File: src/access_map_pkg.sv
// Package: constants, types and build-time defaults of the access window and address map
// What this block does
// - Eight fetch windows, each enable/base/mask
// - Eight data windows, each enable/base/mask
// - Enable zero disables window, one activates
// - Window base low six bits zero
// - Window mask low six bits ones
// - Window mask ones contiguous from bit zero
// - Base and mask never both one
// - Blocks sit in sixteen 28-bit regions
// - Block start aligned to its size
// - Odd sizes align to next power two
// - No overlap, no region crossing
// - Start is region start plus offset
// - Optional instruction memory, 4 to 512 KB
// - Data memory 4 to 512 KB incl 48
// - Optional icache 16-256 KB, parity or ECC
// - Interrupt block placed, 32 to 256 KB
package access_map_pkg;

   localparam int WIN_COUNT   = 8;
   localparam int ADDR_W      = 32;
   localparam int REGION_LSB  = 28;
   localparam int KB_BYTES    = 1024;

   typedef logic [ADDR_W-1:0]     addr_t;
   typedef logic [3:0]            region_t;
   typedef logic [REGION_LSB-1:0] offset_t;
   typedef logic [WIN_COUNT-1:0][ADDR_W-1:0] win_word_t;

   localparam logic [5:0] WIN_LOW_ONES = 6'h3f;

   // Build-time window defaults
   localparam logic [WIN_COUNT-1:0] FETCH_WIN_EN_DEF   = 8'h01;
   localparam win_word_t            FETCH_WIN_BASE_DEF = '0;
   localparam win_word_t            FETCH_WIN_MASK_DEF =
      {{7{32'h0000_003f}}, 32'hffff_ffff};
   localparam logic [WIN_COUNT-1:0] DATA_WIN_EN_DEF    = 8'h03;
   localparam win_word_t            DATA_WIN_BASE_DEF  =
      {{6{32'h0000_0000}}, 32'h8000_0000, 32'h0000_0000};
   localparam win_word_t            DATA_WIN_MASK_DEF  =
      {{6{32'h0000_003f}}, 32'h0fff_ffff, 32'h7fff_ffff};

   // Build-time memory map defaults, sizes in KB
   localparam logic        ITCM_PRESENT_DEF  = 1'b1;
   localparam region_t     ITCM_REGION_DEF   = 4'he;
   localparam offset_t     ITCM_OFFSET_DEF   = 28'h000_0000;
   localparam logic [9:0]  ITCM_SIZE_DEF     = 10'h040;
   localparam region_t     DTCM_REGION_DEF   = 4'hf;
   localparam offset_t     DTCM_OFFSET_DEF   = 28'h004_0000;
   localparam logic [9:0]  DTCM_SIZE_DEF     = 10'h030;
   localparam logic        ICACHE_PRESENT_DEF = 1'b1;
   localparam logic [9:0]  ICACHE_SIZE_DEF   = 10'h010;
   localparam logic        ICACHE_ECC_DEF    = 1'b0;
   localparam region_t     IRQB_REGION_DEF   = 4'hf;
   localparam offset_t     IRQB_OFFSET_DEF   = 28'h0c0_0000;
   localparam logic [9:0]  IRQB_SIZE_DEF     = 10'h020;

   // Core-side command registers
   localparam logic [7:0] FETCH_ADDR_OFS = 8'h00;
   localparam logic [7:0] DATA_ADDR_OFS  = 8'h04;
   localparam logic [7:0] CMD_OFS        = 8'h08;
   localparam logic [7:0] STATUS_OFS     = 8'h0c;
   localparam int CMD_FETCH_BIT = 0;
   localparam int CMD_DATA_BIT  = 1;
   localparam int CMD_WRITE_BIT = 2;
   localparam int ST_FETCH_DONE  = 0;
   localparam int ST_FETCH_OK    = 1;
   localparam int ST_FETCH_ITCM  = 2;
   localparam int ST_FETCH_CACHE = 3;
   localparam int ST_DATA_DONE   = 4;
   localparam int ST_DATA_OK     = 5;
   localparam int ST_DATA_DTCM   = 6;
   localparam int ST_DATA_IRQB   = 7;
   localparam int ST_CFG_ERROR   = 8;
   localparam int ST_ICACHE_ON   = 9;
   localparam int ST_ICACHE_ECC  = 10;
   localparam int ST_FETCH_BUSY  = 11;
   localparam int ST_DATA_BUSY   = 12;
   localparam logic [31:0] ADDR_RST = 32'h0000_0000;

   // Power-of-two span covering a block of the given KB size
   function automatic logic [31:0] pow2_span(input logic [9:0] size_kb);
      logic [31:0] want;
      logic [31:0] span;
      want = {12'h000, size_kb, 10'h000};
      span = 32'h0000_0001;
      for (int i = 0; i < 31; i++) begin
         if (span < want) begin
            span = span << 1;
         end
      end
      return span;
   endfunction

endpackage

File: src/access_if.sv
// Interface between the access checker and the core fetch/load-store side
`timescale 1ns/100ps
interface access_if;
   import access_map_pkg::*;

   logic  fetch_req;
   addr_t fetch_addr;
   logic  fetch_ack;
   logic  fetch_allowed;
   logic  fetch_in_itcm;
   logic  fetch_cacheable;
   logic  data_req;
   addr_t data_addr;
   logic  data_write;
   logic  data_ack;
   logic  data_allowed;
   logic  data_in_dtcm;
   logic  data_in_irq_ctrl;
   logic  cfg_error;
   logic  icache_present;
   logic  icache_protection_select;

   modport device (
      input  fetch_req, fetch_addr, data_req, data_addr, data_write,
      output fetch_ack, fetch_allowed, fetch_in_itcm, fetch_cacheable,
      output data_ack, data_allowed, data_in_dtcm, data_in_irq_ctrl,
      output cfg_error, icache_present, icache_protection_select
   );

   modport core (
      output fetch_req, fetch_addr, data_req, data_addr, data_write,
      input  fetch_ack, fetch_allowed, fetch_in_itcm, fetch_cacheable,
      input  data_ack, data_allowed, data_in_dtcm, data_in_irq_ctrl,
      input  cfg_error, icache_present, icache_protection_select
   );
endinterface

File: src/access_map_device.sv
// Access window checker and memory-map decoder, device end
//
// Chosen here: the AHB-Lite slave port and the register addresses.
`timescale 1ns/100ps
module access_map_device
   import access_map_pkg::*;
#(
   parameter logic [WIN_COUNT-1:0] FETCH_WIN_EN   = FETCH_WIN_EN_DEF,
   parameter win_word_t            FETCH_WIN_BASE = FETCH_WIN_BASE_DEF,
   parameter win_word_t            FETCH_WIN_MASK = FETCH_WIN_MASK_DEF,
   parameter logic [WIN_COUNT-1:0] DATA_WIN_EN    = DATA_WIN_EN_DEF,
   parameter win_word_t            DATA_WIN_BASE  = DATA_WIN_BASE_DEF,
   parameter win_word_t            DATA_WIN_MASK  = DATA_WIN_MASK_DEF,
   parameter logic                 ITCM_PRESENT   = ITCM_PRESENT_DEF,
   parameter region_t              ITCM_REGION    = ITCM_REGION_DEF,
   parameter offset_t              ITCM_OFFSET    = ITCM_OFFSET_DEF,
   parameter logic [9:0]           ITCM_SIZE      = ITCM_SIZE_DEF,
   parameter region_t              DTCM_REGION    = DTCM_REGION_DEF,
   parameter offset_t              DTCM_OFFSET    = DTCM_OFFSET_DEF,
   parameter logic [9:0]           DTCM_SIZE      = DTCM_SIZE_DEF,
   parameter logic                 ICACHE_PRESENT = ICACHE_PRESENT_DEF,
   parameter logic [9:0]           ICACHE_SIZE    = ICACHE_SIZE_DEF,
   parameter logic                 ICACHE_ECC     = ICACHE_ECC_DEF,
   parameter region_t              IRQB_REGION    = IRQB_REGION_DEF,
   parameter offset_t              IRQB_OFFSET    = IRQB_OFFSET_DEF,
   parameter logic [9:0]           IRQB_SIZE      = IRQB_SIZE_DEF
)(
   // Clock and reset
   input  wire logic clk,
   input  wire logic rst,
   // Core side
   access_if.device  bus
);

   localparam logic [31:0] ITCM_SPAN = pow2_span(ITCM_SIZE);
   localparam logic [31:0] DTCM_SPAN = pow2_span(DTCM_SIZE);
   localparam logic [31:0] IRQB_SPAN = pow2_span(IRQB_SIZE);

   logic [WIN_COUNT-1:0] fetch_hit;
   logic [WIN_COUNT-1:0] data_hit;
   logic                 fetch_ok;
   logic                 data_ok;
   logic                 itcm_hit;
   logic                 dtcm_hit;
   logic                 irqb_hit;
   logic                 cfg_bad;

   logic fetch_ack_q;
   logic fetch_allowed_q;
   logic fetch_in_itcm_q;
   logic fetch_cacheable_q;
   logic data_ack_q;
   logic data_allowed_q;
   logic data_in_dtcm_q;
   logic data_in_irq_ctrl_q;
   logic cfg_error_q;
   logic icache_present_q;
   logic icache_ecc_q;

   // Block decode: region nibble then offset within the region
   function automatic logic block_hit(
      input addr_t       a,
      input region_t     region,
      input offset_t     ofs,
      input logic [31:0] span
   );
      offset_t keep;
      keep = ~(span[REGION_LSB-1:0] - 28'h000_0001);
      return (a[ADDR_W-1:REGION_LSB] == region) &&
             ((a[REGION_LSB-1:0] & keep) == ofs);
   endfunction

   function automatic logic win_bad(input addr_t base, input addr_t mask);
      return (base[5:0] != 6'h00) ||
             (mask[5:0] != WIN_LOW_ONES) ||
             ((mask & (mask + 32'h0000_0001)) != '0) ||
             ((base & mask) != '0);
   endfunction

   function automatic logic place_bad(input offset_t ofs, input logic [31:0] span);
      logic [32:0] end_b;
      end_b = {5'h00, ofs} + {1'b0, span};
      return ((ofs & (span[REGION_LSB-1:0] - 28'h000_0001)) != '0) ||
             (end_b > 33'h0_1000_0000);
   endfunction

   function automatic logic overlap(
      input region_t ra, input offset_t oa, input logic [31:0] sa,
      input region_t rb, input offset_t ob, input logic [31:0] sb
   );
      logic [32:0] a_end;
      logic [32:0] b_end;
      a_end = {5'h00, oa} + {1'b0, sa};
      b_end = {5'h00, ob} + {1'b0, sb};
      return (ra == rb) && ({5'h00, oa} < b_end) && ({5'h00, ob} < a_end);
   endfunction

   // Window comparators
   for (genvar i = 0; i < WIN_COUNT; i++) begin : g_win
      window_match u_fetch (
         .enable (FETCH_WIN_EN[i]),
         .base   (FETCH_WIN_BASE[i]),
         .mask   (FETCH_WIN_MASK[i]),
         .addr   (bus.fetch_addr),
         .hit    (fetch_hit[i])
      );
      window_match u_data (
         .enable (DATA_WIN_EN[i]),
         .base   (DATA_WIN_BASE[i]),
         .mask   (DATA_WIN_MASK[i]),
         .addr   (bus.data_addr),
         .hit    (data_hit[i])
      );
   end

   // With no window enabled the checker passes everything
   assign fetch_ok = (FETCH_WIN_EN == '0) || (|fetch_hit);
   assign data_ok  = (DATA_WIN_EN == '0) || (|data_hit);

   assign itcm_hit = ITCM_PRESENT &&
                     block_hit(bus.fetch_addr, ITCM_REGION, ITCM_OFFSET, ITCM_SPAN);
   assign dtcm_hit = block_hit(bus.data_addr, DTCM_REGION, DTCM_OFFSET, DTCM_SPAN);
   assign irqb_hit = block_hit(bus.data_addr, IRQB_REGION, IRQB_OFFSET, IRQB_SPAN);

   // Build-argument sanity check
   always_comb begin
      cfg_bad = 1'b0;
      for (int i = 0; i < WIN_COUNT; i++) begin
         if (FETCH_WIN_EN[i] && win_bad(FETCH_WIN_BASE[i], FETCH_WIN_MASK[i])) begin
            cfg_bad = 1'b1;
         end
         if (DATA_WIN_EN[i] && win_bad(DATA_WIN_BASE[i], DATA_WIN_MASK[i])) begin
            cfg_bad = 1'b1;
         end
      end
      case (ITCM_SIZE)
         10'd4, 10'd8, 10'd16, 10'd32, 10'd64, 10'd128, 10'd256, 10'd512: ;
         default: cfg_bad = cfg_bad | ITCM_PRESENT;
      endcase
      case (DTCM_SIZE)
         10'd4, 10'd8, 10'd16, 10'd32, 10'd48, 10'd64, 10'd128, 10'd256, 10'd512: ;
         default: cfg_bad = 1'b1;
      endcase
      case (ICACHE_SIZE)
         10'd16, 10'd32, 10'd64, 10'd128, 10'd256: ;
         default: cfg_bad = cfg_bad | ICACHE_PRESENT;
      endcase
      case (IRQB_SIZE)
         10'd32, 10'd64, 10'd128, 10'd256: ;
         default: cfg_bad = 1'b1;
      endcase
      if (ITCM_PRESENT && place_bad(ITCM_OFFSET, ITCM_SPAN)) begin
         cfg_bad = 1'b1;
      end
      if (place_bad(DTCM_OFFSET, DTCM_SPAN) || place_bad(IRQB_OFFSET, IRQB_SPAN)) begin
         cfg_bad = 1'b1;
      end
      if (overlap(DTCM_REGION, DTCM_OFFSET, DTCM_SPAN, IRQB_REGION, IRQB_OFFSET, IRQB_SPAN)) begin
         cfg_bad = 1'b1;
      end
      if (ITCM_PRESENT &&
          (overlap(ITCM_REGION, ITCM_OFFSET, ITCM_SPAN, DTCM_REGION, DTCM_OFFSET, DTCM_SPAN) ||
           overlap(ITCM_REGION, ITCM_OFFSET, ITCM_SPAN, IRQB_REGION, IRQB_OFFSET, IRQB_SPAN)))
      begin
         cfg_bad = 1'b1;
      end
   end

   // Fetch decision, one cycle after the request
   always_ff @(posedge clk or posedge rst) begin
      if (rst) begin
         fetch_ack_q       <= 1'b0;
         fetch_allowed_q   <= 1'b0;
         fetch_in_itcm_q   <= 1'b0;
         fetch_cacheable_q <= 1'b0;
      end else begin
         fetch_ack_q <= bus.fetch_req;
         if (bus.fetch_req) begin
            fetch_allowed_q   <= fetch_ok;
            fetch_in_itcm_q   <= itcm_hit;
            fetch_cacheable_q <= ICACHE_PRESENT && fetch_ok && !itcm_hit;
         end
      end
   end

   // Data decision, one cycle after the request
   always_ff @(posedge clk or posedge rst) begin
      if (rst) begin
         data_ack_q         <= 1'b0;
         data_allowed_q     <= 1'b0;
         data_in_dtcm_q     <= 1'b0;
         data_in_irq_ctrl_q <= 1'b0;
      end else begin
         data_ack_q <= bus.data_req;
         if (bus.data_req) begin
            data_allowed_q     <= data_ok;
            data_in_dtcm_q     <= dtcm_hit;
            data_in_irq_ctrl_q <= irqb_hit;
         end
      end
   end

   // Static configuration outputs
   always_ff @(posedge clk or posedge rst) begin
      if (rst) begin
         cfg_error_q      <= 1'b0;
         icache_present_q <= 1'b0;
         icache_ecc_q     <= 1'b0;
      end else begin
         cfg_error_q      <= cfg_bad;
         icache_present_q <= ICACHE_PRESENT;
         icache_ecc_q     <= ICACHE_PRESENT && ICACHE_ECC;
      end
   end

   assign bus.fetch_ack                = fetch_ack_q;
   assign bus.fetch_allowed            = fetch_allowed_q;
   assign bus.fetch_in_itcm            = fetch_in_itcm_q;
   assign bus.fetch_cacheable          = fetch_cacheable_q;
   assign bus.data_ack                 = data_ack_q;
   assign bus.data_allowed             = data_allowed_q;
   assign bus.data_in_dtcm             = data_in_dtcm_q;
   assign bus.data_in_irq_ctrl         = data_in_irq_ctrl_q;
   assign bus.cfg_error                = cfg_error_q;
   assign bus.icache_present           = icache_present_q;
   assign bus.icache_protection_select = icache_ecc_q;

endmodule

File: src/window_match.sv
// One access window comparator
`timescale 1ns/100ps
module window_match
   import access_map_pkg::*;
(
   // Window setting
   input  wire logic  enable,
   input  wire addr_t base,
   input  wire addr_t mask,
   // Address and result
   input  wire addr_t addr,
   output logic       hit
);
   assign hit = enable && ((addr | mask) == (base | mask));
endmodule
File: src/flat_wrapper.sv
// flat-port wrapper written by rule: the top's interface ports become plain ports
module access_map_device_flat import access_map_pkg::*;
#(
   parameter logic [WIN_COUNT-1:0] FETCH_WIN_EN   = FETCH_WIN_EN_DEF,
   parameter win_word_t            FETCH_WIN_BASE = FETCH_WIN_BASE_DEF,
   parameter win_word_t            FETCH_WIN_MASK = FETCH_WIN_MASK_DEF,
   parameter logic [WIN_COUNT-1:0] DATA_WIN_EN    = DATA_WIN_EN_DEF,
   parameter win_word_t            DATA_WIN_BASE  = DATA_WIN_BASE_DEF,
   parameter win_word_t            DATA_WIN_MASK  = DATA_WIN_MASK_DEF,
   parameter logic                 ITCM_PRESENT   = ITCM_PRESENT_DEF,
   parameter region_t              ITCM_REGION    = ITCM_REGION_DEF,
   parameter offset_t              ITCM_OFFSET    = ITCM_OFFSET_DEF,
   parameter logic [9:0]           ITCM_SIZE      = ITCM_SIZE_DEF,
   parameter region_t              DTCM_REGION    = DTCM_REGION_DEF,
   parameter offset_t              DTCM_OFFSET    = DTCM_OFFSET_DEF,
   parameter logic [9:0]           DTCM_SIZE      = DTCM_SIZE_DEF,
   parameter logic                 ICACHE_PRESENT = ICACHE_PRESENT_DEF,
   parameter logic [9:0]           ICACHE_SIZE    = ICACHE_SIZE_DEF,
   parameter logic                 ICACHE_ECC     = ICACHE_ECC_DEF,
   parameter region_t              IRQB_REGION    = IRQB_REGION_DEF,
   parameter offset_t              IRQB_OFFSET    = IRQB_OFFSET_DEF,
   parameter logic [9:0]           IRQB_SIZE      = IRQB_SIZE_DEF
)
  (clk, rst, bus_fetch_req, bus_fetch_addr, bus_data_req, bus_data_addr, bus_data_write, bus_fetch_ack, bus_fetch_allowed, bus_fetch_in_itcm, bus_fetch_cacheable, bus_data_ack, bus_data_allowed, bus_data_in_dtcm, bus_data_in_irq_ctrl, bus_cfg_error, bus_icache_present, bus_icache_protection_select);
  access_if bus_i ();
  input  wire logic clk;
  input  wire logic rst;
  input wire logic [$bits(bus_i.fetch_req)-1:0] bus_fetch_req;
  input wire logic [$bits(bus_i.fetch_addr)-1:0] bus_fetch_addr;
  input wire logic [$bits(bus_i.data_req)-1:0] bus_data_req;
  input wire logic [$bits(bus_i.data_addr)-1:0] bus_data_addr;
  input wire logic [$bits(bus_i.data_write)-1:0] bus_data_write;
  output wire logic [$bits(bus_i.fetch_ack)-1:0] bus_fetch_ack;
  output wire logic [$bits(bus_i.fetch_allowed)-1:0] bus_fetch_allowed;
  output wire logic [$bits(bus_i.fetch_in_itcm)-1:0] bus_fetch_in_itcm;
  output wire logic [$bits(bus_i.fetch_cacheable)-1:0] bus_fetch_cacheable;
  output wire logic [$bits(bus_i.data_ack)-1:0] bus_data_ack;
  output wire logic [$bits(bus_i.data_allowed)-1:0] bus_data_allowed;
  output wire logic [$bits(bus_i.data_in_dtcm)-1:0] bus_data_in_dtcm;
  output wire logic [$bits(bus_i.data_in_irq_ctrl)-1:0] bus_data_in_irq_ctrl;
  output wire logic [$bits(bus_i.cfg_error)-1:0] bus_cfg_error;
  output wire logic [$bits(bus_i.icache_present)-1:0] bus_icache_present;
  output wire logic [$bits(bus_i.icache_protection_select)-1:0] bus_icache_protection_select;
  assign bus_i.fetch_req = bus_fetch_req;
  assign bus_i.fetch_addr = bus_fetch_addr;
  assign bus_i.data_req = bus_data_req;
  assign bus_i.data_addr = bus_data_addr;
  assign bus_i.data_write = bus_data_write;
  assign bus_fetch_ack = bus_i.fetch_ack;
  assign bus_fetch_allowed = bus_i.fetch_allowed;
  assign bus_fetch_in_itcm = bus_i.fetch_in_itcm;
  assign bus_fetch_cacheable = bus_i.fetch_cacheable;
  assign bus_data_ack = bus_i.data_ack;
  assign bus_data_allowed = bus_i.data_allowed;
  assign bus_data_in_dtcm = bus_i.data_in_dtcm;
  assign bus_data_in_irq_ctrl = bus_i.data_in_irq_ctrl;
  assign bus_cfg_error = bus_i.cfg_error;
  assign bus_icache_present = bus_i.icache_present;
  assign bus_icache_protection_select = bus_i.icache_protection_select;
  access_map_device #(.FETCH_WIN_EN(FETCH_WIN_EN), .FETCH_WIN_BASE(FETCH_WIN_BASE), .FETCH_WIN_MASK(FETCH_WIN_MASK), .DATA_WIN_EN(DATA_WIN_EN), .DATA_WIN_BASE(DATA_WIN_BASE), .DATA_WIN_MASK(DATA_WIN_MASK), .ITCM_PRESENT(ITCM_PRESENT), .ITCM_REGION(ITCM_REGION), .ITCM_OFFSET(ITCM_OFFSET), .ITCM_SIZE(ITCM_SIZE), .DTCM_REGION(DTCM_REGION), .DTCM_OFFSET(DTCM_OFFSET), .DTCM_SIZE(DTCM_SIZE), .ICACHE_PRESENT(ICACHE_PRESENT), .ICACHE_SIZE(ICACHE_SIZE), .ICACHE_ECC(ICACHE_ECC), .IRQB_REGION(IRQB_REGION), .IRQB_OFFSET(IRQB_OFFSET), .IRQB_SIZE(IRQB_SIZE)) u_core (.clk(clk), .rst(rst), .bus(bus_i));
endmodule
File: config.mk
export PLATFORM = sky130hd
export DESIGN_NAME = access_map_device_flat
export DESIGN_NICKNAME = d
export VERILOG_FILES = /design/src/access_map_pkg.sv /design/src/access_if.sv /design/src/access_map_device.sv /design/src/window_match.sv /design/src/flat_wrapper.sv
export SDC_FILE = /design/constraint.sdc
export NUM_CORES = 1
export LEC_CHECK = 0
export ABC_CLOCK_PERIOD_IN_PS = 900
export CAP_MARGIN = 0
export CORE_AREA = 2 2 39 41
export CTS_CLUSTER_SIZE = 40
export DETAILED_ROUTE_END_ITERATION = 8
export DIE_AREA = 0 0 41 43
export DONT_BUFFER_PORTS = 1
export PLACE_DENSITY = 0.45
export SLEW_MARGIN = 30
export SYNTH_ARGS = -nofsm -noshare
export SYNTH_HDL_FRONTEND = slang
export SYNTH_SLANG_ARGS = --single-unit
File: constraint.sdc
create_clock -name clk -period 0.9 [get_ports clk]
set_clock_uncertainty 0.2 [all_clocks]
set_input_delay 0.27 -clock clk [delete_from_list [all_inputs] [get_ports clk]]
set_output_delay 0.27 -clock clk [all_outputs]
set_load 0.005 [all_outputs]
=== After elaboration in Yosys (flattened, before gate mapping) ===
Cells that the tools add are included.

* Flip-flop bits (word level): 9
* Latch bits: 0
* RAM bits: 0
* Bits in read-only memories: 0
* Input port bits: 69
* Output and inout bits: 11
* Word-level logic and storage cells: 21
* Memories: 0

* Add/sub/neg operators: 0
* Multiply operators: 0
* Div/mod/pow operators: 0
* Order comparisons: 0
* Equal/unequal tests: 5
* Shift-type cells: 0
* Muxes and demuxes: 0
* Bitwise gates (word level): 1
* Reduce and logical (&&, ||, !) cells: 6

{| class="wikitable"
|+ Operators with widths
! kind !! count
|-
| logical NOT 28 bit || 1
|-
| == test 13 x 9 -> 1 bit, second input constant || 1
|-
| == test 12 x 3 -> 1 bit, second input constant || 1
|-
| == test 4 bit, second input constant || 3
|-
| logical AND 1 bit || 3
|-
| OR reduction 2 bit || 1
|-
| logical NOT 1 bit || 1
|-
| NOT 1 bit || 1
|}

=== Longest topological paths before layout ===
* Word-level depth: 3
* Mapped depth: 3
* Gate-level depth less buffers: 3

=== Hierarchy ===
A second synthesis with hierarchy kept.

* Cell total of the unflattened synthesis: 991
* Area, all modules: 7522.2 µm²

{| class="wikitable"
|+ Modules (own cells, without submodules)
! module !! instances !! cells an instance !! area an instance (µm²) !! seq. area each (µm²)
|-
| window_match || 16 || 59 || 441.7 || 0.0
|-
| access_map_device || 1 || 47 || 455.4 || 225.2
|}

=== Least setup slack after synthesis ===
No wires, ideal clock.

* Path kind: input to register
* Start point: input bus_fetch_addr[28]
* End point: register u_core.fetch_cacheable_q (netlist: u_core.bus.fetch_cacheable)
* Setup time: 0.121 ns
* Arrival: 0.802 ns
* Required time: 0.579 ns
* Path slack: -0.223 ns
* Stages on the path: 3
* Path buffers: 0
* Cells stage by stage: nor4bb_1 -> nand3_1 -> o22a_1

* Word-level cells in the longest chain between the ends: 3

{| class="wikitable"
|+ RTL lines
! what !! line !! text
|-
| from (decl) || flat_wrapper.sv:29 || <nowiki>input wire logic [$bits(bus_i.fetch_addr)-1:0] bus_fetch_addr;</nowiki>
|-
| == test 4 bit || access_map_device.sv:69 || <nowiki>return (a[ADDR_W-1:REGION_LSB] == region) &&</nowiki>
|-
| logical AND 1 bit || access_map_device.sv:69 ||
|-
| logical NOT 1 bit || access_map_device.sv:181 || <nowiki>fetch_cacheable_q <= ICACHE_PRESENT && fetch_ok && !itcm_hit;</nowiki>
|-
| to (signal assigned) || access_map_device.sv:181 ||
|-
| to (decl) || access_map_device.sv:51 || <nowiki>logic fetch_cacheable_q;</nowiki>
|}

No other way between the ends.
A chain may end at the register's enable or synchronous reset.

=== Final worst setup path ===
* Start point: register u_core.data_allowed_q (netlist: u_core.bus.data_allowed)
* End point: output bus_data_allowed

{| class="wikitable"
|+ RTL lines
! what !! line !! text
|-
| from (decl) || access_map_device.sv:53 || <nowiki>logic data_allowed_q;</nowiki>
|-
| from (signal assigned) || access_map_device.sv:196 || <nowiki>data_allowed_q <= data_ok;</nowiki>
|-
| to (decl) || flat_wrapper.sv:38 || <nowiki>output wire logic [$bits(bus_i.data_allowed)-1:0] bus_data_allowed;</nowiki>
|}

No word-level cell between the ends.

==> impl.org <==
** Setup path
- WP data arrival :: 0.66 ns
- In this run the worst setup path terminates at bus_data_allowed.
- The worst register-to-register path begins at u_core.bus.fetch_allowed$_DFFE_PP0P_.
- Counting buffers and inverters, the worst setup path is 0 cells deep.
- Maximum fanout count along the critical path :: 2
- The worst register-to-register path ends at u_core.bus.fetch_allowed$_DFFE_PP0P_.
- Type of element capturing the critical path :: output port
- Data on the critical path is required at its endpoint by 0.43 ns.
- The worst setup path is launched from a flip-flop.
- Number of cells on the worst reg-to-reg path :: 1
- Slack of the worst reg-to-reg path :: -0.03 ns
- Worst setup startpoint :: u_core.bus.data_allowed$_DFFE_PP0P_
- The critical path is of the reg2out type.

** Placed design
- DP HPWL :: 731 um
- RePlAce Congestion :: 0.638
- After detailed placement, the design holds a cell count of 54.
- Worst Setup Slack post-DPL :: -0.264 ns
- Port bufs :: 0

** Routing
- Routed length per instance :: 15.1 um
- After detailed routing, the number of vias per cell comes to 5.47.
- Detailed Routing Iterations Pass 1 :: 3
- For this block, the initial DRC count from the detailed router was 1.
- Routed via count :: 323
- Final Routed Wirelength :: 891 um
- DRC errors left :: 0
- ANT nets after route :: 0

** Logic synthesis
- Yosys warns :: 0
- Of the synthesized area, sequential elements account for 0.544.
- Portion of netlist area occupied by mux cells :: 0
- The post-synthesis compound-gate area fraction came to 0.106.
- Average size of a mapped cell :: 10.6 um2
- By area, the combinational part of the netlist is dominated by simple AND/OR/NAND/NOR gates.
- Total of flip-flops plus latches after synthesis :: 9
- The cell area that synthesis handed to floorplanning was 414 um2.
- Post-Synth Adder-Cell Area :: 0
- After synthesis, the netlist uses 18 different library cells.
- Simple-gate area share of the yosys netlist :: 0.260
- Of the total synthesized cell area, the portion taken by XOR and XNOR cells is 0.
- Number of cells produced by synthesis :: 39

** Timing
- The hold violation count in the final report came to 8.
- Derived from the worst setup path, the maximum achievable clock frequency is 0.885 GHz.
- Worst hold slack :: -0.166 ns
- Number of max-slew violations in the final report :: 0
- Setup slack on the critical path of the routed design comes to -0.230 ns.
- Period Utilization, post-route :: 1.26
- The smallest clock period supported by the final layout is computed as 1.13 ns.
- RSZ-0062 raised after global routing :: true
- Count of endpoints failing setup in the final report :: 11
- Summed over all failing endpoints, the final setup total negative slack is -2.01 ns.

** Finish
- NumNets Final :: 113
- Area overhead of the layout relative to synthesis :: 31.1%
- The repair_antennas step left the layout with diodes totalling 0.
- After the flow finishes, the layout carries non-filler instances totaling 59.
- # fillers :: 142
- Share of cells above drive strength 1 :: 0.279
- Most frequent standard cell in the layout excluding fill and tap cells :: sky130_fd_sc_hd__dfrtp_1

** Power and ir drop
- Combinational cell fraction of total power :: 0.068
- Of the total power, the share spent switching nets is 0.212.
- The internal power of the cells totals 0.000623 W.
- Across the VDD grid, the largest voltage drop is 0.608 mV.
- Summing internal, switching and leakage power gives 0.000791 W.
- Net Sw Power :: 0.000168 W
- In this run the static leakage power is 0.196 nW.
- Clock power frac :: 0.397
- Dividing total power by cell area gives a power density of 1460 nW/um2.
- The share of total power dissipated in sequential elements is 0.535.

** Clock tree
- After clock tree synthesis, the clock-pin slew on the worst setup and hold paths is 0.06 ns.
- CTS built an H-tree with a depth of 1.
- Number of sinks on the clock net :: 9
- CTS max path bufs :: 2
- TritonCTS clock tree :: built
- Hold_buf cts :: 1
- Once the clock tree was built, the setup fixing pass inserted 0 buffers.
- CTS Root Buffer Type :: sky130_fd_sc_hd__clkbuf_4
- Counting the buffers created by CTS gives 3.
- Worst-Skew Late Latency :: 0.26 ns

** Die
- Die height :: 43 um
- Std-Cell Rows :: 14
- Die outline width :: 41 um
- The die covers 1760 um2.
- Floorplan Core Area :: 1380 um2
- Initial Utilization :: 0.299
- IO Pins :: 80

** Outcome
- Violations in the final reports :: negative hold slack, negative setup slack
- The flow ran to the end, but the final reports show violations.

** Hold path
- Min-delay src :: bus_fetch_req
- The worst hold path belongs to the class in2reg.

** Global route
- For this run, the total global-route usage over all layers was measured as 0.108.
- Vias in the first global route :: 322
- Initial antenna violation count :: 0
- After global routing the overflow that remains totals 0.
- Pin count of the biggest net entering global routing :: 10
- Wire length of the first global-routing pass :: 1.17 mm

** Run
- Number of max-cap violations :: 0
## synthesized netlist by cell type
cell type                  count  area, um2
sky130_fd_sc_hd__dfrtp_1       9        225
sky130_fd_sc_hd__inv_1         4       15.0
sky130_fd_sc_hd__nand3_1       3       15.0
sky130_fd_sc_hd__nor2_1        3       11.3
sky130_fd_sc_hd__o22ai_1       3       18.8
sky130_fd_sc_hd__buf_4         2       15.0
sky130_fd_sc_hd__conb_1        2       7.51
sky130_fd_sc_hd__nor4_1        2       12.5
sky130_fd_sc_hd__nor4bb_1      2       20.0
sky130_fd_sc_hd__and4bb_2      1       12.5
sky130_fd_sc_hd__nand2_1       1       3.75
sky130_fd_sc_hd__nand4_1       1       6.26
sky130_fd_sc_hd__nor3_1        1       5.00
sky130_fd_sc_hd__nor4b_2       1       15.0
sky130_fd_sc_hd__o21a_1        1       7.51
sky130_fd_sc_hd__o22a_1        1       8.76
sky130_fd_sc_hd__o311ai_0      1       8.76
sky130_fd_sc_hd__or2_2         1       6.26
## power by group through the flow
stage | combinational (W) | clock [W] | sequential, W
2_1_floorplan | 0.0000433 | 0 | 0.000429
6_report | 0.0000539 | 0.000314 | 0.000423
3_3_place_gp | 0.0000392 | 0 | 0.000430
3_5_place_dp | 0.0000412 | 0 | 0.000431
5_1_grt | 0.0000598 | 0.000354 | 0.000424
4_1_cts | 0.0000445 | 0.000336 | 0.000423
## through the flow
stage | util | instance area, um2
detailed placement | 0.342 | 473
floorplan | - | 468
global placement | 0.342 | 473
global route | 0.392 | 543
CTS | 0.368 | 509
finish | 0.392 | 543
## registers in the layout, indices dropped and copies added, names as in the netlist
signal                       flops
u_core.bus.fetch_cacheable       1
u_core.bus.data_in_dtcm          1
u_core.bus.icache_present        1
u_core.bus.data_ack              1
u_core.bus.fetch_ack             1
u_core.bus.data_allowed          1
u_core.bus.data_in_irq_ctrl      1
u_core.bus.fetch_in_itcm         1
u_core.bus.fetch_allowed         1
## worst min path at each step
| stage | end | cells past startpoint |
|---|---|---|
| after detailed placement | u_core.bus.icache_present$_DFF_PP0_ | 1 |
| after CTS | u_core.bus.fetch_ack$_DFF_PP0_ | 0 |
| after floorplan | u_core.bus.data_ack$_DFF_PP0_ | 1 |
| final | u_core.bus.fetch_ack$_DFF_PP0_ | 0 |
| after global placement | u_core.bus.icache_present$_DFF_PP0_ | 1 |
| after global routing | u_core.bus.fetch_ack$_DFF_PP0_ | 0 |
## kinds of logic (layout without fill, tap and decap cells)
group / count (synthesis) / count (layout)
other: 2 / 3
flip-flops: 9 / 9
AND/OR/NAND/NOR: 16 / 16
AO/OA/AOI/OAI: 6 / 6
buffers and inverters: 6 / 9
## metal layers
metal,GRT usage,part of all wire,vias to the layer above
met5,0,0,-
met4,0.120,0.043,0
met3,0.0628,0.20,5
met2,0.150,0.46,33
met1,0.0930,0.29,142
li1,-,-,143
## final cells by class
type                            instances  area [um2]  share of cell area
Sequential cell                         9         225               0.415
Clock buffer                            4        26.3              0.0484
Multi-Input combinational cell         25         243               0.447
Tap cell                               16        20.0              0.0369
Timing Repair Buffer                    1        10.0              0.0184
Inverter                                4        18.8              0.0346
## timing repair
action,CTS,global route
resized for setup,0,5
pin swaps,0,6
setup endpoints to repair,11,24
hold endpoints to repair,17,8
Power figures use the tool's default switching activity.
